File: src/design/fss_defs.svh
// constants of the framed serial sync and clock block
`ifndef FSS_DEFS_SVH
`define FSS_DEFS_SVH
// ****************************************
// register offsets (byte addresses)
// ****************************************
`define FSS_ADDR_W 4
`define FSS_OFS_CTRL 4'h0
`define FSS_OFS_STAT 4'h4
`define FSS_OFS_DATA 4'h8
// ****************************************
// control word bit positions
// ****************************************
`define FSS_B_FRAMED 14
`define FSS_B_FSDIR 13
`define FSS_B_WIDE 10
`define FSS_B_EDGE 8
`define FSS_B_SELEN 7
`define FSS_B_POL 6
`define FSS_B_MASTER 5
`define FSS_F_SEC 4:2
`define FSS_F_PRI 1:0
`define FSS_CTRL_RST 16'h0000
`define FSS_CTRL_MASK 16'h65FF
// ****************************************
// status word bit positions
// ****************************************
`define FSS_B_DONE 7
`define FSS_B_OVF 6
`define FSS_B_TXF 1
`define FSS_B_RXF 0
// ****************************************
// word lengths and divide ratios
// ****************************************
`define FSS_BITS_NARROW 5'h08
`define FSS_BITS_WIDE 5'h10
`define FSS_PRI_00 10'h040
`define FSS_PRI_01 10'h010
`define FSS_PRI_10 10'h004
`define FSS_PRI_11 10'h001
`define FSS_SEC_000 10'h008
`define FSS_SEC_001 10'h006
`define FSS_SEC_010 10'h004
`define FSS_SEC_011 10'h002
`define FSS_SEC_1XX 10'h001
`endif

File: src/design/fss_pkg.sv
// types shared by the framed serial sync and clock block
package fss_pkg;
  `include "fss_defs.svh"
  // register port request
  typedef struct packed {
    logic [`FSS_ADDR_W-1:0] addr;
    logic [15:0] wdata;
    logic wr;
    logic rd;
  } fss_bus_req_t;
  // pins seen from outside
  typedef struct packed {
    logic sck;
    logic fs;
    logic sdi;
  } fss_pin_in_t;
  // pins driven out, enables active low
  typedef struct packed {
    logic sck;
    logic sck_oe_n;
    logic fs;
    logic fs_oe_n;
    logic sdo;
  } fss_pin_out_t;
  // word engine states
  typedef enum logic [1:0] {
    FSS_IDLE = 2'b00,
    FSS_SYNC = 2'b01,
    FSS_ARM = 2'b10,
    FSS_SHIFT = 2'b11
  } fss_state_t;
endpackage

File: src/design/fss_clkdiv.sv
// cascaded prescaler giving serial clock edge ticks
`timescale 1ns/100ps
`include "fss_defs.svh"
module fss_clkdiv #(
  parameter int CNT_W = 10
) (
  // clock and reset
  input wire logic clk_in,
  input wire logic arst_n_in,
  // control
  input wire logic run_in,
  input wire logic [1:0] pri_in,
  input wire logic [2:0] sec_in,
  // one tick per serial clock half period
  output logic tick_out
);
  import fss_pkg::*;

  // ****************************************
  // ratio decoding
  // ****************************************
  // primary field: 64, 16, 4, 1
  function automatic logic [CNT_W-1:0] pri_ratio(input logic [1:0] f);
    logic [9:0] r;
    unique case (f)
      2'b00: r = `FSS_PRI_00;
      2'b01: r = `FSS_PRI_01;
      2'b10: r = `FSS_PRI_10;
      2'b11: r = `FSS_PRI_11;
    endcase
    return CNT_W'(r);
  endfunction

  // secondary field: 8, 6, 4, 2, then 1
  function automatic logic [CNT_W-1:0] sec_ratio(input logic [2:0] f);
    logic [9:0] r;
    unique casez (f)
      3'b000: r = `FSS_SEC_000;
      3'b001: r = `FSS_SEC_001;
      3'b010: r = `FSS_SEC_010;
      3'b011: r = `FSS_SEC_011;
      3'b1??: r = `FSS_SEC_1XX;
    endcase
    return CNT_W'(r);
  endfunction

  // ****************************************
  // state
  // ****************************************
  typedef struct packed {
    logic [CNT_W-1:0] cnt;
    logic tick;
  } fss_div_t;

  fss_div_t r; // registered state
  fss_div_t next_r; // next state
  logic [2*CNT_W-1:0] prod; // overall divide
  logic [CNT_W-1:0] last; // terminal count

  // divide is the product of both stages
  always_comb begin
    prod = pri_ratio(pri_in) * sec_ratio(sec_in);
    last = prod[CNT_W-1:0] - CNT_W'(1);
    next_r = r;
    next_r.tick = 1'b0;
    if (!run_in) begin
      // held at zero while stopped
      next_r.cnt = '0;
    end else if (r.cnt >= last) begin
      next_r.cnt = '0;
      next_r.tick = 1'b1;
    end else begin
      next_r.cnt = r.cnt + CNT_W'(1);
    end
  end

  // register the state
  always_ff @(posedge clk_in or negedge arst_n_in) begin
    if (!arst_n_in) begin
      r <= '0;
    end else begin
      r <= next_r;
    end
  end

  assign tick_out = r.tick;
endmodule

File: src/design/fss_top.sv
// framed serial port: sync pulse, word engine, master clock
//
// Function
// - framed enable uses select pin as sync
// - sync direction bit: clear drives, set receives
// - sync pulse high for one clock
// - framed clock master drives free-running clock
// - polarity bit alone sets edges; edge bit ignored
// - polarity 0: drive on rise, sample fall
// - polarity 1: drive on fall, sample rise
// - frame master: write triggers sync, then load
// - frame slave: sampled sync loads and shifts
// - sync without write resends old holding
// - clock+frame master: sync next edge, data after
// - clock master frame slave: sample sync, transmit
// - clock slave frame master: same as master sync
// - both slave: sample sync, transmit next edge
// - clock from primary then secondary prescaler
// - ratios 1/4/16/64 times 1/2/4/6/8
// - unframed clock runs only per word
// - width bit picks 8 or 16, MSB first
// - word end: store, receive full, done flag
// - unread receive sets overrun, blocks reception
`timescale 1ns/100ps
`include "fss_defs.svh"
module fss_top (
  // clock and reset
  input wire logic clk_in,
  input wire logic arst_n_in,
  // register port
  input wire fss_pkg::fss_bus_req_t bus_in,
  output logic [15:0] rdata_out,
  // serial pins
  input wire fss_pkg::fss_pin_in_t pins_in,
  output fss_pkg::fss_pin_out_t pins_out
);
  import fss_pkg::*;

  // ****************************************
  // state
  // ****************************************
  typedef struct packed {
    logic [15:0] ctrl; // control word
    logic [15:0] txh; // transmit holding
    logic txfull; // holding not yet moved
    logic [15:0] rxh; // receive holding
    logic rxfull; // receive unread
    logic ovf; // sticky overrun
    logic done; // sticky transfer done
    logic [15:0] shf; // word shifter
    logic [4:0] bits; // bits sampled in word
    fss_state_t st; // engine state
    logic sck; // driven clock level
    logic sck_oen; // clock pin enable, low drives
    logic fs; // driven sync level
    logic fs_oen; // sync pin enable, low drives
    logic sdo; // serial data out
    logic [2:0] sck_s; // clock pin synchroniser
    logic [1:0] fs_s; // sync pin synchroniser
    logic [1:0] sdi_s; // data pin synchroniser
    logic [15:0] rdata; // read answer
  } fss_regs_t;

  fss_regs_t r; // registered state
  fss_regs_t next_r; // next state

  // ****************************************
  // helpers
  // ****************************************
  // top bit of the active word
  function automatic logic msb_of(input logic [15:0] v, input logic wide);
    return wide ? v[15] : v[7];
  endfunction

  // bits in one word
  function automatic logic [4:0] word_bits(input logic wide);
    return wide ? `FSS_BITS_WIDE : `FSS_BITS_NARROW;
  endfunction

  // ****************************************
  // decoded control
  // ****************************************
  logic framed; // framed operation
  logic fs_in_mode; // sync received from outside
  logic wide; // sixteen bit words
  logic pol; // idle clock level
  logic master; // clock driven here
  logic run; // master clock running
  logic tick; // master half-period tick
  logic edge_ev; // any clock edge seen
  logic new_lvl; // clock level after the edge
  logic tx_e; // transmit edge
  logic smp_e; // sample edge
  logic [15:0] shifted; // shifter after sampling
  logic last_bit; // this sample ends the word

  assign framed = r.ctrl[`FSS_B_FRAMED];
  assign fs_in_mode = r.ctrl[`FSS_B_FSDIR];
  assign wide = r.ctrl[`FSS_B_WIDE];
  assign pol = r.ctrl[`FSS_B_POL];
  assign master = r.ctrl[`FSS_B_MASTER];
  // free running when framed, else only during a word
  assign run = master && (framed || r.st == FSS_SHIFT);

  // ****************************************
  // prescaler
  // ****************************************
  fss_clkdiv #(
    .CNT_W(10)
  ) u_div (
    .clk_in(clk_in),
    .arst_n_in(arst_n_in),
    .run_in(run),
    .pri_in(r.ctrl[`FSS_F_PRI]),
    .sec_in(r.ctrl[`FSS_F_SEC]),
    .tick_out(tick)
  );

  // ****************************************
  // edge classification
  // ****************************************
  // leaving idle level transmits, returning samples
  always_comb begin
    if (master) begin
      edge_ev = tick;
      new_lvl = ~r.sck;
    end else begin
      // external clock, synchronised copies only
      edge_ev = r.sck_s[1] ^ r.sck_s[2];
      new_lvl = r.sck_s[1];
    end
    tx_e = edge_ev && (new_lvl != pol);
    smp_e = edge_ev && (new_lvl == pol);
    shifted = {r.shf[14:0], r.sdi_s[1]};
    last_bit = (r.bits + 5'h01) == word_bits(wide);
  end

  // ****************************************
  // next state
  // ****************************************
  always_comb begin
    next_r = r;
    // synchronisers: first stage feeds only the second
    next_r.sck_s = {r.sck_s[1:0], pins_in.sck};
    next_r.fs_s = {r.fs_s[0], pins_in.fs};
    next_r.sdi_s = {r.sdi_s[0], pins_in.sdi};
    next_r.rdata = 16'h0000;

    // pin directions
    next_r.sck_oen = ~master;
    next_r.fs_oen = ~(framed && !fs_in_mode);

    // master clock level
    if (!run) begin
      next_r.sck = pol;
    end else if (tick) begin
      next_r.sck = ~r.sck;
    end

    // software clears come first so hardware sets win
    if (bus_in.wr && bus_in.addr == `FSS_OFS_STAT) begin
      // writing zero clears a sticky flag
      if (!bus_in.wdata[`FSS_B_OVF]) begin
        next_r.ovf = 1'b0;
      end
      if (!bus_in.wdata[`FSS_B_DONE]) begin
        next_r.done = 1'b0;
      end
    end
    if (bus_in.rd && bus_in.addr == `FSS_OFS_DATA) begin
      next_r.rxfull = 1'b0;
    end

    // word engine
    unique case (r.st)
      FSS_IDLE: begin
        if (!framed) begin
          // plain mode: a pending word starts at once
          if (r.txfull) begin
            next_r.shf = r.txh;
            next_r.sdo = msb_of(r.txh, wide);
            next_r.bits = 5'h00;
            next_r.txfull = 1'b0;
            next_r.st = FSS_SHIFT;
          end
        end else if (!fs_in_mode) begin
          // frame master: a pending write raises sync
          if (tx_e && r.txfull) begin
            next_r.fs = 1'b1;
            next_r.st = FSS_SYNC;
          end
        end else if (smp_e && r.fs_s[1]) begin
          // frame slave: sync seen on a sample edge
          next_r.st = FSS_ARM;
        end
      end
      FSS_SYNC: begin
        // pulse ends one clock later, word loads
        if (tx_e) begin
          next_r.fs = 1'b0;
          next_r.shf = r.txh;
          next_r.sdo = msb_of(r.txh, wide);
          next_r.bits = 5'h00;
          next_r.txfull = 1'b0;
          next_r.st = FSS_SHIFT;
        end
      end
      FSS_ARM: begin
        // load old or new holding, written or not
        if (tx_e) begin
          next_r.shf = r.txh;
          next_r.sdo = msb_of(r.txh, wide);
          next_r.bits = 5'h00;
          next_r.txfull = 1'b0;
          next_r.st = FSS_SHIFT;
        end
      end
      FSS_SHIFT: begin
        if (smp_e) begin
          // sample into bit zero
          next_r.shf = shifted;
          next_r.bits = r.bits + 5'h01;
          if (last_bit) begin
            // word done; idle again allows next sync
            next_r.st = FSS_IDLE;
            next_r.done = 1'b1;
            if (r.ovf) begin
              // reception blocked until overrun cleared
              next_r.rxh = r.rxh;
            end else if (r.rxfull) begin
              next_r.ovf = 1'b1;
            end else begin
              next_r.rxh = wide ? shifted : {8'h00, shifted[7:0]};
              next_r.rxfull = 1'b1;
            end
          end
        end else if (tx_e && r.bits != 5'h00) begin
          // next bit out, top first
          next_r.sdo = msb_of(r.shf, wide);
        end
      end
    endcase

    // software writes last so a new word stays pending
    if (bus_in.wr && bus_in.addr == `FSS_OFS_CTRL) begin
      next_r.ctrl = bus_in.wdata & `FSS_CTRL_MASK;
    end
    if (bus_in.wr && bus_in.addr == `FSS_OFS_DATA) begin
      next_r.txh = bus_in.wdata;
      next_r.txfull = 1'b1;
    end

    // read answer, zero for unmapped addresses
    if (bus_in.rd) begin
      unique case (bus_in.addr)
        `FSS_OFS_CTRL: next_r.rdata = r.ctrl;
        `FSS_OFS_STAT: begin
          next_r.rdata[`FSS_B_DONE] = r.done;
          next_r.rdata[`FSS_B_OVF] = r.ovf;
          next_r.rdata[`FSS_B_TXF] = r.txfull;
          next_r.rdata[`FSS_B_RXF] = r.rxfull;
        end
        `FSS_OFS_DATA: next_r.rdata = r.rxh;
        default: next_r.rdata = 16'h0000;
      endcase
    end
  end

  // ****************************************
  // registers
  // ****************************************
  // asynchronous reset to constants only
  always_ff @(posedge clk_in or negedge arst_n_in) begin
    if (!arst_n_in) begin
      r <= '0;
      r.ctrl <= `FSS_CTRL_RST;
      r.st <= FSS_IDLE;
      r.sck_oen <= 1'b1;
      r.fs_oen <= 1'b1;
    end else begin
      r <= next_r;
    end
  end

  // ****************************************
  // outputs, all from flip-flops
  // ****************************************
  assign rdata_out = r.rdata;
  assign pins_out.sck = r.sck;
  assign pins_out.sck_oe_n = r.sck_oen;
  assign pins_out.fs = r.fs;
  assign pins_out.fs_oe_n = r.fs_oen;
  assign pins_out.sdo = r.sdo;
endmodule

File: config.mk
export PLATFORM = sky130hd
export DESIGN_NAME = fss_top
export DESIGN_NICKNAME = d
export VERILOG_FILES = /design/src/design/fss_pkg.sv /design/src/design/fss_clkdiv.sv /design/src/design/fss_top.sv
export VERILOG_INCLUDE_DIRS = /design/src /design/src/design
export SDC_FILE = /design/constraint.sdc
export NUM_CORES = 1
export LEC_CHECK = 0
export CAP_MARGIN = 30
export CORE_UTILIZATION = 25
export CTS_CLUSTER_DIAMETER = 200
export DETAILED_ROUTE_END_ITERATION = 7
export DONT_BUFFER_PORTS = 1
export MAX_ROUTING_LAYER = met4
export PLACE_DENSITY = 0.49
export SETUP_SLACK_MARGIN = 0.2
export SLEW_MARGIN = 0
export SYNTH_ARGS = -nofsm -noshare
export SYNTH_HDL_FRONTEND = slang
export SYNTH_SLANG_ARGS = --single-unit
File: constraint.sdc
create_clock -name clk_in -period 5.7 [get_ports clk_in]
set_clock_uncertainty 0.1 [all_clocks]
set_input_delay 0.285 -clock clk_in [delete_from_list [all_inputs] [get_ports clk_in]]
set_output_delay 0.285 -clock clk_in [all_outputs]
set_load 0.1 [all_outputs]
* Word-level counts from Yosys, hierarchy flattened
Cells that the tools add are included.
** Word-level totals
- Flip-flop bits (word level) :: 110
** Cells by class
- Add/subtract/negate cells :: 3
- Multipliers :: 1
- Order comparisons :: 1
- Eq/ne operators :: 31
- Muxes and demuxes :: 52
- Bitwise operators :: 6
- Reductions and logical operators :: 27
** Operator list (number)
- 23-bit case mux with 3 select lines :: 1
- 10-bit case mux with 5 select lines :: 1
- 23-bit two-way mux :: 2
- 10-bit case mux with 4 select lines :: 1
- 16-bit two-way mux :: 2
- 26-bit two-way mux :: 1
- 1-bit two-way mux :: 24
- 21-bit two-way mux :: 1
- 10-bit two-way mux :: 2
- 2-bit inequality test (second input constant) :: 10
- 8-bit case mux with 2 select lines :: 1
- 5-bit AND reduction :: 3
- 2-bit two-way mux :: 7
- 2-bit case mux with 3 select lines :: 2
- 1-bit logical AND :: 11
- 10-bit by 1-bit adder with 10-bit output (second input constant) :: 1
- 10-bit >= comparator :: 1
- 10-bit by 10-bit multiplier with 10-bit output :: 1
- 10-bit by 1-bit subtractor with 10-bit output (second input constant) :: 1
- 2-bit == test (second input constant) :: 4
- 4-bit inequality test (second input constant) :: 2
- 4-bit case mux with 2 select lines :: 1
- 3-bit by 2-bit == test with 1-bit output (second input constant) :: 2
- 3-bit two-way mux :: 2
- other kinds (28) :: 37

* Logic depth before layout (Yosys ltp)
- Depth after elaboration :: 9
- Depth in mapped cells :: 18
- Mapped depth without buffers :: 18

* Modules after synthesis
From an unflattened synthesis, not the netlist that was laid out.
** Second synthesis, totals
- Cells, all modules :: 538
- Area, all modules :: 5881.9 um^2
** By module, submodules not included
- fss_top :: times used 1, cells an instance 368, area an instance 4396.7 um^2, sequential area each 2479.9 um^2
- fss_clkdiv :: times used 1, cells an instance 170, area an instance 1485.2 um^2, sequential area each 275.3 um^2

* Worst setup path before layout
No wires, ideal clock.
- Path kind :: register -> register
- Start point :: register r[91] (netlist name)
- End point :: register u_div.r[10] (netlist name)
- Setup time :: 147 ps
- Data arrival time :: 3801 ps
- Data required time :: 5453 ps
- Path slack :: 1652 ps
- Cell stages (with the launch flop) :: 17
- Buffers on the path :: 1
- Cell sequence :: dfrtp_1 > clkbuf_1 > or3_1 > nor2_1 > fa_1 > ha_1 > ha_1 > nor2b_1 > o21ai_0 > nand2b_1 > a21o_1 > a21oi_1 > xor2_1 > ha_1 > o2111ai_1 > o21ai_1 > a211oi_1
** RTL lines
- start, declared :: RTL line fss_top.sv:64 : fss_regs_t r;
- start signal, assigned :: RTL line fss_top.sv:281 : r <= next_r;
- end signal, assigned :: RTL line fss_clkdiv.sv:82 : r <= next_r;
- end, declared :: RTL line fss_clkdiv.sv:55 : fss_div_t r;

==> impl_metrics.py <==
metrics = {
    "worst_setup_path": {
        "cpPeakStageDelay_ns": 0.57,
        "path_cells": "xnor2_1, nor2_1, nand2_1, fa_1, ha_1, ha_1, nor2b_1, o21ai_0, nand2b_1, a21o_1, a21oi_1, xor2_1, ha_1, o2111ai_1, o21ai_1, a211oi_1",
        "end_kind": "flop",
        "cp-endpoint": "u_div.r[9]$_DFF_PN0_",
        "worst_path_max_delay_cell": "o21ai_1",
        "crit_path_start_kind": "flop",
        "worstSetupPathDepth": 16,
        "crit_path_frequent_cell": "ha_1",
        "required_ns": 5.81,
        "worstPathMaxFanout": 10,
        "reg2reg_depth": 16,
        "worstPathArrival_ns": 4.55,
        "r2r_slack_ns": 1.26,
        "reg2reg_from": "r[89]$_DFFE_PN0P_",
        "critPathKind": "flop to flop",
        "cp.buffers_inverters": 0,
        "cp-startpoint": "r[89]$_DFFE_PN0P_",
        "rr_endpoint": "u_div.r[9]$_DFF_PN0_",
        "crit_family": "adder cells",
    },
    "detailed_routing": {
        "drcViolationCount": 0,
        "routed_via_density": 4.63,
        "wl_per_cell_um": 14.8,
        "drt_wl_total_um": 12100,
        "ant_nets": 0,
        "vias": 3780,
        "dr.pass1.iters": 5,
        "drt-initial-drc-count": 183,
    },
    "placement": {
        "place_congestion": 0.826,
        "post-place-ws_ns": 1.25,
        "dp.cells": 778,
        "place_area_um2": 5960,
        "io_buffers": 0,
        "dp_hpwl_um": 8730,
    },
    "yosys": {
        "synthCells": 530,
        "synth_edf_count": 0,
        "synth_most_common_cell": "dfrtp_1",
        "syn_area_um2": 5800,
        "ys_top_cells_by_area": "dfrtp_1 (47%), ha_1 (7.1%), mux2_2 (6.6%), nand2_1 (3.9%), buf_4 (2.8%)",
        "ys_types": 57,
        "ys_seq_area_share_pct": 47.5,
        "syn_avg_cell_area_um2": 10.9,
        "ys.flop_type": "dfrtp_1",
        "ys_ff_latch": 110,
        "synth_largest_type_area_fraction_pct": 46.6,
        "async_flop_share_pct": 100,
        "post-synth-top-area-cell": "dfrtp_1",
        "syn-num-nets": 595,
        "ys_warn_count": 0,
        "synth_common_cells": "dfrtp_1 (108), nand2_1 (60), nor2_1 (41)",
    },
    "timing": {
        "fmax_ghz": 0.225,
        "finalWorstSetupSlack_ns": 1.26,
        "timing.setup.tns_ns": 0,
        "worst_pin_slew_ns": 0.951,
        "rsz0062_at_grt": "false",
        "slew_headroom_pct": 36.6,
        "period_minus_slack_ns": 4.44,
        "setup_viol": 0,
        "fin_hold_ws_ns": 0.0352,
        "drv_slew": 0,
        "post-route-period-util_pct": 77.9,
        "hold_viol": 0,
    },
    "grt": {
        "first_global_vias": 3977,
        "antenna_found_initial": 1,
        "grt_pass1_wl_um": 20900,
        "grt.overflow.total": 0,
        "grt_max_degree": 111,
        "grt_use_total_pct": 11.5,
    },
    "worst_hold_path": {
        "min_path_type": "input pin to flop",
    },
    "die": {
        "rows": 55,
        "dieArea_um2": 23800,
        "start_util_pct": 25.5,
        "pin_count": 48,
        "die_w_um": 154,
        "core-area_um2": 22700,
        "chipHeight_um": 154,
    },
    "cells_and_area": {
        "nets": 590,
        "drive_gt1_share_pct": 14.5,
        "syn_to_final_growth_pct": 11.6,
        "stdcell_area_um2": 6470,
        "fin_cells": 816,
        "fin_util_pct": 28.5,
        "fill_cells": 2353,
    },
    "power_and_ir_drop": {
        "p_leak_nw": 2.98,
        "power_density_nw_per_um2": 416,
        "ir_drop_uv": 179,
        "finalPower_mw": 2.70,
    },
    "clock_tree": {
        "cts_resized": 0,
        "cts.sinks": 110,
        "cts-htree-levels": 3,
        "cts-root-buf": "clkbuf_16",
        "path_clk_slew_ns": 0.07,
        "cts_buffer_depth": 2,
        "insertion_delay_ns": 0.36,
        "cts_made_buffers": 9,
        "tritoncts": "built",
    },
    "run": {
        "cap_viol_max_count": 0,
    },
    "run_status": {
        "outcome": "finished clean",
    },
}
-- final cells by class --
type | count | area, um2 | share of cell area (%)
clock inverter | 7 | 60.1 | 0.928
clock buffer | 9 | 225 | 3.48
multi-input combinational | 353 | 2680 | 41.3
antenna | 1 | 2.50 | 0.0387
inverter | 23 | 86.3 | 1.33
timing repair buffer | 28 | 312 | 4.81
tap | 285 | 357 | 5.51
sequential | 110 | 2760 | 42.6
-- logic make-up (layout without fill, tap and decap cells) --
family	Yosys count	after routing	share of synthesized area (%)
and+or+nand+nor	159	159	13.4
DFF	110	110	47.5
AOI/OAI and AO/OA	91	91	11.6
buffers and inverters	67	67	6.54
muxes	44	44	8.80
adders and majority gates	38	38	8.84
xor gates and xnor gates	21	21	3.30
other	0	1	0
-- what timing repair did --
action                                 4_1_cts  5_1_grt
hold buffers                                21        0
setup buffers                                0        0
endpoints found under the hold margin      143        0
-- power by group --
| group | switching (mW) | total [mW] | internal [mW] |
|---|---|---|---|
| registers | 0.203 | 1.11 | 0.909 |
| clock network | 0.305 | 0.608 | 0.303 |
| logic | 0.555 | 0.976 | 0.421 |
-- worst min-delay path by stage --
stage | from | endpoint | slack, ns | depth (start not counted)
2_1_floorplan | arst_n_in | framed$_DFFE_PN0P_ | -0.11 | 0
3_3_place_gp | arst_n_in | rdata_out[11]$_DFF_PN0_ | -0.11 | 0
3_5_place_dp | arst_n_in | rdata_out[11]$_DFF_PN0_ | -0.11 | 0
4_1_cts | bus_in[20] | rdata_out[7]$_DFF_PN0_ | 0.02 | 3
5_1_grt | bus_in[1] | r[51]$_DFF_PN0_ | 0.06 | 3
6_report | bus_in[20] | rdata_out[7]$_DFF_PN0_ | 0.04 | 3
-- worst reg2reg max path, stage by stage, from the launching register on --
cell and delay, ns:
dfrtp_1 0.47, xnor2_1 0.16, nor2_1 0.27, nand2_1 0.17
fa_1 0.51, ha_1 0.31, ha_1 0.33, nor2b_1 0.14
o21ai_0 0.14, nand2b_1 0.10, a21o_1 0.18, a21oi_1 0.16
xor2_1 0.09, ha_1 0.29, o2111ai_1 0.12, o21ai_1 0.57
a211oi_1 0.18
-- flip-flops by register name, indices dropped and copies added (netlist names) --
register        count
r                  70
rdata_out          16
master              1
u_div.r            10
pins_out            5
framed              1
pol                 1
fs_in_mode          1
u_div.tick_out      1
next_r              4
-- placed cells by master (no fill, tap or decap), types with 2 or more instances in the layout --
cell type | netlist | layout
dfrtp_1 | 108 | 108
nand2_1 | 60 | 60
nor2_1 | 41 | 41
mux2_2 | 34 | 34
ha_1 | 33 | 33
inv_1 | 23 | 23
o21ai_0 | 23 | 23
dlygate4sd3_1 | 0 | 20
a221o_1 | 16 | 16
xor2_1 | 13 | 13
a22o_1 | 12 | 12
a211oi_1 | 11 | 11
nand2b_1 | 10 | 10
nand3_1 | 9 | 9
and2_1 | 9 | 9
a21oi_1 | 9 | 9
clkbuf_16 | 0 | 9
xnor2_1 | 7 | 7
a21o_1 | 6 | 6
mux2i_1 | 6 | 6
nor3_1 | 7 | 5
fa_1 | 5 | 5
clkinv_4 | 0 | 5
nor2b_1 | 4 | 4
buf_4 | 22 | 4
and3_1 | 3 | 3
mux2_4 | 3 | 3
o41ai_1 | 2 | 2
o211ai_1 | 2 | 2
or2_2 | 2 | 2
nor3b_1 | 2 | 2
nor3_2 | 0 | 2
a31oi_1 | 2 | 2
buf_16 | 0 | 2
dfstp_2 | 2 | 2
-- metal layers --
metal | vias to the layer above | GRT usage [%] | share of wire (%)
li1 | 1818 | - | -
met1 | 1885 | 15.0 | 49
met2 | 61 | 17.1 | 45
met3 | 16 | 2.49 | 4.2
met4 | 0 | 4.71 | 1.8
met5 | - | - | 0
Note: power is estimated with default switching activity, not from simulation.
